==> src/verilog/pis_pkg.sv <==
// shared constants and types for the identity string store
`default_nettype none
package pis_pkg;
  // ----------------------------------------------------------------
  // command codes
  // ----------------------------------------------------------------
  localparam logic [7:0] CODE_MAKER    = 8'h99;
  localparam logic [7:0] CODE_MODEL    = 8'h9a;
  localparam logic [7:0] CODE_REVISION = 8'h9b;
  localparam logic [7:0] CODE_LOCATION = 8'h9c;
  localparam logic [7:0] CODE_DATE     = 8'h9d;
  localparam logic [7:0] CODE_SERIAL   = 8'h9e;
  localparam logic [7:0] CODE_PART_ID  = 8'had;
  localparam logic [7:0] CODE_PART_REV = 8'hae;
  localparam logic [7:0] CODE_USER0    = 8'hb0;
  localparam logic [7:0] CODE_USER1    = 8'hb1;
  localparam logic [7:0] CODE_STORE    = 8'h15;
  localparam logic [7:0] CODE_RESTORE  = 8'h16;
  // ----------------------------------------------------------------
  // storage limits
  // ----------------------------------------------------------------
  localparam int         NUM_STR     = 8;
  localparam logic [7:0] STR_MAX     = 8'h20;
  localparam logic [9:0] BUDGET      = 10'h080;
  localparam logic [9:0] OVERHEAD    = 10'h001;
  localparam logic [7:0] WORD_LEN    = 8'h04;
  // arbitrary identity values, not those of any real part
  localparam logic [31:0] PART_ID_WORD  = 32'h00_5a_3c_7e;
  localparam logic [31:0] PART_REV_WORD = 32'h04_03_02_01;
  // ----------------------------------------------------------------
  // state encodings
  // ----------------------------------------------------------------
  typedef enum logic [4:0] {
    DEV_IDLE   = 5'h01,
    DEV_WDATA  = 5'h02,
    DEV_RCOUNT = 5'h04,
    DEV_RDATA  = 5'h08,
    DEV_DONE   = 5'h10
  } pis_dev_state_type;
  typedef enum logic [3:0] {
    HST_IDLE  = 4'h1,
    HST_REQ   = 4'h2,
    HST_WRITE = 4'h4,
    HST_WAIT  = 4'h8
  } pis_hst_state_type;
endpackage
`default_nettype wire

==> src/verilog/pis_link_if.sv <==
// block command link between host and string store
`default_nettype none
interface pis_link_if;
  logic       req_valid;
  logic       req_ready;
  logic [7:0] req_code;
  logic       req_write;
  logic [7:0] req_count;
  logic       wr_valid;
  logic [7:0] wr_byte;
  logic       rd_valid;
  logic [7:0] rd_byte;
  logic       rd_last;
  logic       done;
  logic       rejected;
  modport dev (
    input  req_valid, req_code, req_write, req_count, wr_valid, wr_byte,
    output req_ready, rd_valid, rd_byte, rd_last, done, rejected
  );
  modport host (
    output req_valid, req_code, req_write, req_count, wr_valid, wr_byte,
    input  req_ready, rd_valid, rd_byte, rd_last, done, rejected
  );
endinterface
`default_nettype wire

==> src/verilog/pis_device.sv <==
// identity and user string store, device end of the block command link
`default_nettype none
module pis_device (
  // clock and reset
  input  wire logic       clk_sys_i,
  input  wire logic       rst_i,
  // link
  pis_link_if.dev         link,
  // status
  output logic      [7:0] used_bytes_o,
  output logic            store_req_o
);

  // ----------------------------------------------------------------
  // state
  // ----------------------------------------------------------------
  pis_pkg::pis_dev_state_type state_q;
  logic [7:0] mem_q [0:255];
  logic [7:0] len_q [0:7];
  logic [7:0] used_q;
  logic [7:0] cnt_q;
  logic [7:0] idx_q;
  logic [7:0] code_q;
  logic [2:0] slot_q;
  logic       ok_q;
  logic       rej_q;
  logic       is_word_q;
  logic       rd_valid_q;
  logic [7:0] rd_byte_q;
  logic       rd_last_q;
  logic       store_q;

  // ----------------------------------------------------------------
  // command decode
  // ----------------------------------------------------------------
  logic       str_hit;
  logic [2:0] str_slot;
  logic       word_hit;
  logic [9:0] need;
  logic [9:0] recount;
  logic       fits;

  always_comb begin
    str_hit  = 1'b1;
    str_slot = 3'h0;
    case (link.req_code)
      pis_pkg::CODE_MAKER:    str_slot = 3'h0;
      pis_pkg::CODE_MODEL:    str_slot = 3'h1;
      pis_pkg::CODE_REVISION: str_slot = 3'h2;
      pis_pkg::CODE_LOCATION: str_slot = 3'h3;
      pis_pkg::CODE_DATE:     str_slot = 3'h4;
      pis_pkg::CODE_SERIAL:   str_slot = 3'h5;
      pis_pkg::CODE_USER0:    str_slot = 3'h6;
      pis_pkg::CODE_USER1:    str_slot = 3'h7;
      default:                str_hit  = 1'b0;
    endcase
  end

  assign word_hit = (link.req_code == pis_pkg::CODE_PART_ID) ||
                    (link.req_code == pis_pkg::CODE_PART_REV);

  assign need = {2'h0, used_q} + {2'h0, link.req_count} + pis_pkg::OVERHEAD;
  assign fits = (link.req_count <= pis_pkg::STR_MAX) && (need <= pis_pkg::BUDGET);

  // bytes held by the committed strings, loaded into used_q when a restore is requested
  always_comb begin
    recount = 10'h000;
    for (int i = 0; i < pis_pkg::NUM_STR; i++) begin
      if (len_q[i] != 8'h00) begin
        recount = recount + {2'h0, len_q[i]} + pis_pkg::OVERHEAD;
      end
    end
  end

  // ----------------------------------------------------------------
  // sequencer
  // ----------------------------------------------------------------
  always_ff @(posedge clk_sys_i) begin
    if (rst_i) begin
      state_q   <= pis_pkg::DEV_IDLE;
      cnt_q     <= 8'h00;
      idx_q     <= 8'h00;
      code_q    <= 8'h00;
      slot_q    <= 3'h0;
      ok_q      <= 1'b0;
      rej_q     <= 1'b0;
      is_word_q <= 1'b0;
    end else begin
      case (state_q)
        pis_pkg::DEV_IDLE: begin
          if (link.req_valid) begin
            code_q    <= link.req_code;
            slot_q    <= str_slot;
            idx_q     <= 8'h00;
            is_word_q <= 1'b0;
            if (link.req_write) begin
              cnt_q <= link.req_count;
              ok_q  <= str_hit && fits;
              rej_q <= !(str_hit && fits) &&
                       (link.req_code != pis_pkg::CODE_STORE) &&
                       (link.req_code != pis_pkg::CODE_RESTORE);
              if (link.req_count == 8'h00) begin
                state_q <= pis_pkg::DEV_DONE;
              end else begin
                state_q <= pis_pkg::DEV_WDATA;
              end
            end else if (str_hit) begin
              cnt_q   <= len_q[str_slot];
              ok_q    <= 1'b1;
              rej_q   <= 1'b0;
              state_q <= pis_pkg::DEV_RCOUNT;
            end else if (word_hit) begin
              cnt_q     <= pis_pkg::WORD_LEN;
              is_word_q <= 1'b1;
              ok_q      <= 1'b1;
              rej_q     <= 1'b0;
              state_q   <= pis_pkg::DEV_RCOUNT;
            end else begin
              ok_q    <= 1'b0;
              rej_q   <= 1'b1;
              state_q <= pis_pkg::DEV_DONE;
            end
          end
        end
        pis_pkg::DEV_WDATA: begin
          if (link.wr_valid) begin
            idx_q <= idx_q + 8'h01;
            if (idx_q == cnt_q - 8'h01) begin
              state_q <= pis_pkg::DEV_DONE;
            end
          end
        end
        pis_pkg::DEV_RCOUNT: begin
          if (cnt_q == 8'h00) begin
            state_q <= pis_pkg::DEV_DONE;
          end else begin
            state_q <= pis_pkg::DEV_RDATA;
          end
        end
        pis_pkg::DEV_RDATA: begin
          idx_q <= idx_q + 8'h01;
          if (idx_q == cnt_q - 8'h01) begin
            state_q <= pis_pkg::DEV_DONE;
          end
        end
        pis_pkg::DEV_DONE: begin
          state_q <= pis_pkg::DEV_IDLE;
        end
        default: begin
          state_q <= pis_pkg::DEV_IDLE;
        end
      endcase
    end
  end

  // ----------------------------------------------------------------
  // string storage
  // ----------------------------------------------------------------
  // bytes stored as written
  always_ff @(posedge clk_sys_i) begin
    if (state_q == pis_pkg::DEV_WDATA && link.wr_valid && ok_q) begin
      mem_q[{slot_q, idx_q[4:0]}] <= link.wr_byte;
    end
  end

  // ----------------------------------------------------------------
  // lengths and shared budget
  // ----------------------------------------------------------------
  always_ff @(posedge clk_sys_i) begin
    if (rst_i) begin
      for (int i = 0; i < pis_pkg::NUM_STR; i++) begin
        len_q[i] <= 8'h00;
      end
      used_q  <= 8'h00;
      store_q <= 1'b0;
    end else begin
      store_q <= 1'b0;
      if (state_q == pis_pkg::DEV_IDLE && link.req_valid && link.req_write) begin
        if (str_hit && fits) begin
          // rejected writes leave the string alone
          len_q[str_slot] <= link.req_count;
          // each write charged, not just the last
          used_q <= need[7:0];
        end else if (link.req_code == pis_pkg::CODE_RESTORE) begin
          // restore drops charges of superseded writes
          used_q <= recount[7:0];
        end else if (link.req_code == pis_pkg::CODE_STORE) begin
          store_q <= 1'b1;
        end
      end
    end
  end

  // ----------------------------------------------------------------
  // read data path
  // ----------------------------------------------------------------
  logic [31:0] word_sel;
  assign word_sel = (code_q == pis_pkg::CODE_PART_ID) ? pis_pkg::PART_ID_WORD
                                                      : pis_pkg::PART_REV_WORD;

  always_ff @(posedge clk_sys_i) begin
    if (rst_i) begin
      rd_valid_q <= 1'b0;
      rd_byte_q  <= 8'h00;
      rd_last_q  <= 1'b0;
    end else begin
      rd_valid_q <= 1'b0;
      rd_last_q  <= 1'b0;
      if (state_q == pis_pkg::DEV_RCOUNT) begin
        rd_valid_q <= 1'b1;
        rd_byte_q  <= cnt_q;
        rd_last_q  <= (cnt_q == 8'h00);
      end else if (state_q == pis_pkg::DEV_RDATA) begin
        rd_valid_q <= 1'b1;
        rd_last_q  <= (idx_q == cnt_q - 8'h01);
        if (is_word_q) begin
          // byte 0 first from low end
          rd_byte_q <= word_sel[{idx_q[1:0], 3'h0} +: 8];
        end else begin
          rd_byte_q <= mem_q[{slot_q, idx_q[4:0]}];
        end
      end
    end
  end

  // ----------------------------------------------------------------
  // outputs
  // ----------------------------------------------------------------
  assign link.req_ready = (state_q == pis_pkg::DEV_IDLE);
  assign link.rd_valid  = rd_valid_q;
  assign link.rd_byte   = rd_byte_q;
  assign link.rd_last   = rd_last_q;
  assign link.done      = (state_q == pis_pkg::DEV_DONE);
  assign link.rejected  = (state_q == pis_pkg::DEV_DONE) && rej_q;
  assign used_bytes_o   = used_q;
  assign store_req_o    = store_q;

endmodule
`default_nettype wire

==> src/flat_wrapper.sv <==
// flat-port wrapper written by rule: the top's interface ports become plain ports
module pis_device_flat 
  (clk_sys_i, rst_i, used_bytes_o, store_req_o, link_req_valid, link_req_code, link_req_write, link_req_count, link_wr_valid, link_wr_byte, link_req_ready, link_rd_valid, link_rd_byte, link_rd_last, link_done, link_rejected);
  pis_link_if link_i ();
  input  wire logic clk_sys_i;
  input  wire logic rst_i;
  output logic      [7:0] used_bytes_o;
  output logic store_req_o;
  input wire logic [$bits(link_i.req_valid)-1:0] link_req_valid;
  input wire logic [$bits(link_i.req_code)-1:0] link_req_code;
  input wire logic [$bits(link_i.req_write)-1:0] link_req_write;
  input wire logic [$bits(link_i.req_count)-1:0] link_req_count;
  input wire logic [$bits(link_i.wr_valid)-1:0] link_wr_valid;
  input wire logic [$bits(link_i.wr_byte)-1:0] link_wr_byte;
  output wire logic [$bits(link_i.req_ready)-1:0] link_req_ready;
  output wire logic [$bits(link_i.rd_valid)-1:0] link_rd_valid;
  output wire logic [$bits(link_i.rd_byte)-1:0] link_rd_byte;
  output wire logic [$bits(link_i.rd_last)-1:0] link_rd_last;
  output wire logic [$bits(link_i.done)-1:0] link_done;
  output wire logic [$bits(link_i.rejected)-1:0] link_rejected;
  assign link_i.req_valid = link_req_valid;
  assign link_i.req_code = link_req_code;
  assign link_i.req_write = link_req_write;
  assign link_i.req_count = link_req_count;
  assign link_i.wr_valid = link_wr_valid;
  assign link_i.wr_byte = link_wr_byte;
  assign link_req_ready = link_i.req_ready;
  assign link_rd_valid = link_i.rd_valid;
  assign link_rd_byte = link_i.rd_byte;
  assign link_rd_last = link_i.rd_last;
  assign link_done = link_i.done;
  assign link_rejected = link_i.rejected;
  pis_device u_core (.clk_sys_i(clk_sys_i), .rst_i(rst_i), .link(link_i), .used_bytes_o(used_bytes_o), .store_req_o(store_req_o));
endmodule
==> config.mk <==
export PLATFORM = sky130hd
export DESIGN_NAME = pis_device_flat
export DESIGN_NICKNAME = d
export VERILOG_FILES = /design/src/verilog/pis_pkg.sv /design/src/verilog/pis_link_if.sv /design/src/verilog/pis_device.sv /design/src/flat_wrapper.sv
export SDC_FILE = /design/constraint.sdc
export NUM_CORES = 2
export LEC_CHECK = 0
export ABC_CLOCK_PERIOD_IN_PS = 10000
export BUFFER_PORTS_ARGS = -buffer_cell sky130_fd_sc_hd__buf_2
export CELL_PAD_IN_SITES_DETAIL_PLACEMENT = 0
export CELL_PAD_IN_SITES_GLOBAL_PLACEMENT = 1
export CORE_ASPECT_RATIO = 1.1
export CORE_MARGIN = 5
export CORE_UTILIZATION = 40
export CTS_CLUSTER_SIZE = 10
export DETAILED_ROUTE_END_ITERATION = 16
export GPL_TIMING_DRIVEN = 0
export PLACE_DENSITY = 0.63
export SLEW_MARGIN = 10
export SYNTH_ARGS = -nofsm -noshare
export SYNTH_HDL_FRONTEND = slang
export SYNTH_SLANG_ARGS = --single-unit
export TNS_END_PERCENT = 5
==> constraint.sdc <==
create_clock -name clk_sys_i -period 10 [get_ports clk_sys_i]
set_input_delay 1 -clock clk_sys_i [delete_from_list [all_inputs] [get_ports clk_sys_i]]
set_output_delay 1 -clock clk_sys_i [all_outputs]
set_load 0.03 [all_outputs]
==> results.toml <==
[power]
max-vdd-ir-drop_v = 0.000167
power.leakage_nw = 30.8
powerDensity_nw_per_um2 = 217

[setup_path]
cp_data_required_time_ns = 10.75
slowest_delay_ns = 0.51
startpoint_type = "flip-flop"
crit_path_end_kind = "flip-flop"
cpMostUsedCell = "ha_1"
cp_data_arrival_time_ns = 10.27
cp_slowest_cell = "fa_1"
setup.worst_path.class = "flip-flop to flip-flop"
crit_fanout = 5

[timing]
min_period_ns = 9.52
tightest_slew_ns = 1.37
hold-worst-slack_ns = 0.354
setup_ws_ns = 0.484
setup_viol = 0
slew-limit-headroom = 0.0876
drv_slew = 0
timing.fmax_mhz = 105
min_period_over_period = 0.952
skew_ns = 0.0573
finalHoldViolCount = 0

[route]
routed_wl_um = 310000
wire_per_inst_um = 39.9
num_vias = 48900
via_per_inst = 6.29
ant_nets = 0
first_pass_iters = 9
drt-initial-drc-count = 7538
drc = 0

[layout]
n_fill_cell = 18600
ff_latch_area_um2 = 64500
stdcell_count = 7767
area_growth_pct = 13.4
nNetsFinal = 4890
multiInputGateArea_um2 = 22900
utilization = 0.455
drive_gt1_frac = 0.257

[global_routing]
grt_pass1_wl_um = 415000
grt_max_degree = 157
grt_util_all_layers = 0.266
grt_pass1_vias = 46900
grt_overflow = 0
antenna_found_initial = 19

[clock_tree]
cts_hold_buf = 0
ctsRootBufferMaster = "clkbuf_16"
cts_tree = "built"
clk_latency_ns = 0.93
cts.sinks = 2166
htreeDepth = 4
clk_pin_slew_ns = 0.06
cts.path.max_buffers = 3
cts_buffers = 238

[yosys]
async_flop_share = 0
synth_top_area_frac = 0.716
ys_types = 91
synth_most_common_cell = "edfxtp_1"
synth_top_area_cell = "edfxtp_1"
synthFlopType = "edfxtp_1"
avgSynthCellArea_um2 = 20.0
synth.area.top_cells = "edfxtp_1 72%, mux4_2 17%, nor2_1 1.5%"
ys_seq_area_frac = 0.728
ys_ff_latch = 2166
yosys-top-cells-count = "2,112 x edfxtp_1, 651 x mux4_2, 354 x nor2_1"
synth_edf_count = 2112
synth_area_um2 = 88600
synth_warnings = 0
netlist_instances = 4434

[floorplanning]
num_rows = 181
initial_utilization = 0.401
coreArea_um2 = 221000
ioPinCount = 51
die_height_um = 504
die_area_um2 = 231000
die_w_um = 459

[run_status]
status = "finished clean"

[placement]
gp_congestion = 0.961
pre_cts_ws_ns = -0.00201
io_buffers = 45
post-place-cells = 7465
dpl.hpwl_um = 206000

[min_path]
hp-class = "input pin to flip-flop"

[job]
maxCapViolCount = 0
where the power goes:
| part | internal, mW | leakage [nW] | switching (mW) |
|---|---|---|---|
| combinational | 1.60 | 8.15 | 2.44 |
| clock | 4.24 | 3.15 | 3.51 |
| sequential | 9.98 | 19.5 | 0.0333 |
| total | 15.8 | 30.8 | 5.98 |
registers in the layout, indices dropped and copies added (netlist names):
register,cells
u_core.link.rd_last,1
u_core.rej_q,1
u_core.link.rd_byte,8
u_core.slot_q,3
u_core.cnt_q,8
u_core.is_word_q,1
u_core.used_bytes_o,8
u_core.state_q,5
u_core.link.rd_valid,1
u_core.len_q,64
u_core.ok_q,1
u_core.mem_q,2048
u_core.code_q,8
u_core.idx_q,8
u_core.store_req_o,1
per-layer routing:
layer	vias to the layer above	track usage	wire length (um)
met3	651	0.0721	32900
met2	2950	0.421	145000
li1	18900	-	-
met5	-	0	221
met4	12	0.120	16400
met1	26400	0.347	115000
cell families (layout without fill, tap and decap cells):
| group | count (synthesis) | count (layout) | share of synthesized area |
|---|---|---|---|
| flops | 2166 | 2166 | 0.728 |
| simple gates | 844 | 844 | 0.0451 |
| mux | 697 | 697 | 0.171 |
| compound gates | 294 | 294 | 0.0234 |
| buf+inv | 293 | 668 | 0.0148 |
| fa+ha+maj | 79 | 79 | 0.0118 |
| xor+xnor | 60 | 60 | 0.00609 |
| other cells | 1 | 31 | 0.0000423 |
worst max-delay path: cells and delay by family (launching register included):
family	cells	cell delay, ns
fa+ha+maj	9	2.97
compound gates	17	2.55
simple gates	9	1.24
xor+xnor	6	1.05
mux	3	0.85
flops	1	0.41
buf+inv	2	0.29
path summary, 6_finish.rpt:
path                                          from                endpoint  slack [ns]  cells past startpoint
worst min register to register    u_core.code_q[2]        u_core.code_q[2]        0.45                      2
worst max register to register  u_core.len_q[0][0]  u_core.used_bytes_o[7]        0.48                     46
worst min-delay path               link_wr_byte[3]     u_core.mem_q[62][3]        0.35                      1
worst max-delay path            u_core.len_q[0][0]  u_core.used_bytes_o[7]        0.48                     46
per-stage QoR:
stage / power, mW / cell area (um^2) / setup TNS [ns]
floorplan: 12.6 / 88700 / 0
global placement: 14.1 / 92600 / 0
detailed placement: 14.1 / 93900 / -0.00201
CTS: 21.8 / 100000 / 0
global route: 22.4 / 100000 / -0.0133
finish: 21.8 / 100000 / 0
placed cells by master, fill, tap and decap left out, drive strengths merged, types with 28 or more instances in the layout:
cell type  count
mux2i         28
clkbuf       385
edfxtp      2112
nor2b         31
and2          62
dfxtp         54
nand2        155
nor3          29
mux4         651
o21ai         38
xnor2         33
nor2         361
buf          202
nand3         64
a21oi         75
inv           57
ha            71
cell type report:
cell class                      count  area share
Antenna cell                       15    0.000374
Timing Repair Buffer               93      0.0141
Clock inverter                     25     0.00458
Tap cell                         2928      0.0365
Clock buffer                      257      0.0602
Inverter                           56     0.00209
Sequential cell                  2166       0.642
Buffer                            237      0.0118
Multi-Input combinational cell   1990       0.228
repair_timing:
action,in CTS,in global routing
pin swaps,0,2
gates resized for setup,1,6
endpoints found under the setup margin,1,1
setup buffers,0,5
Power figures use the tool's default switching activity.
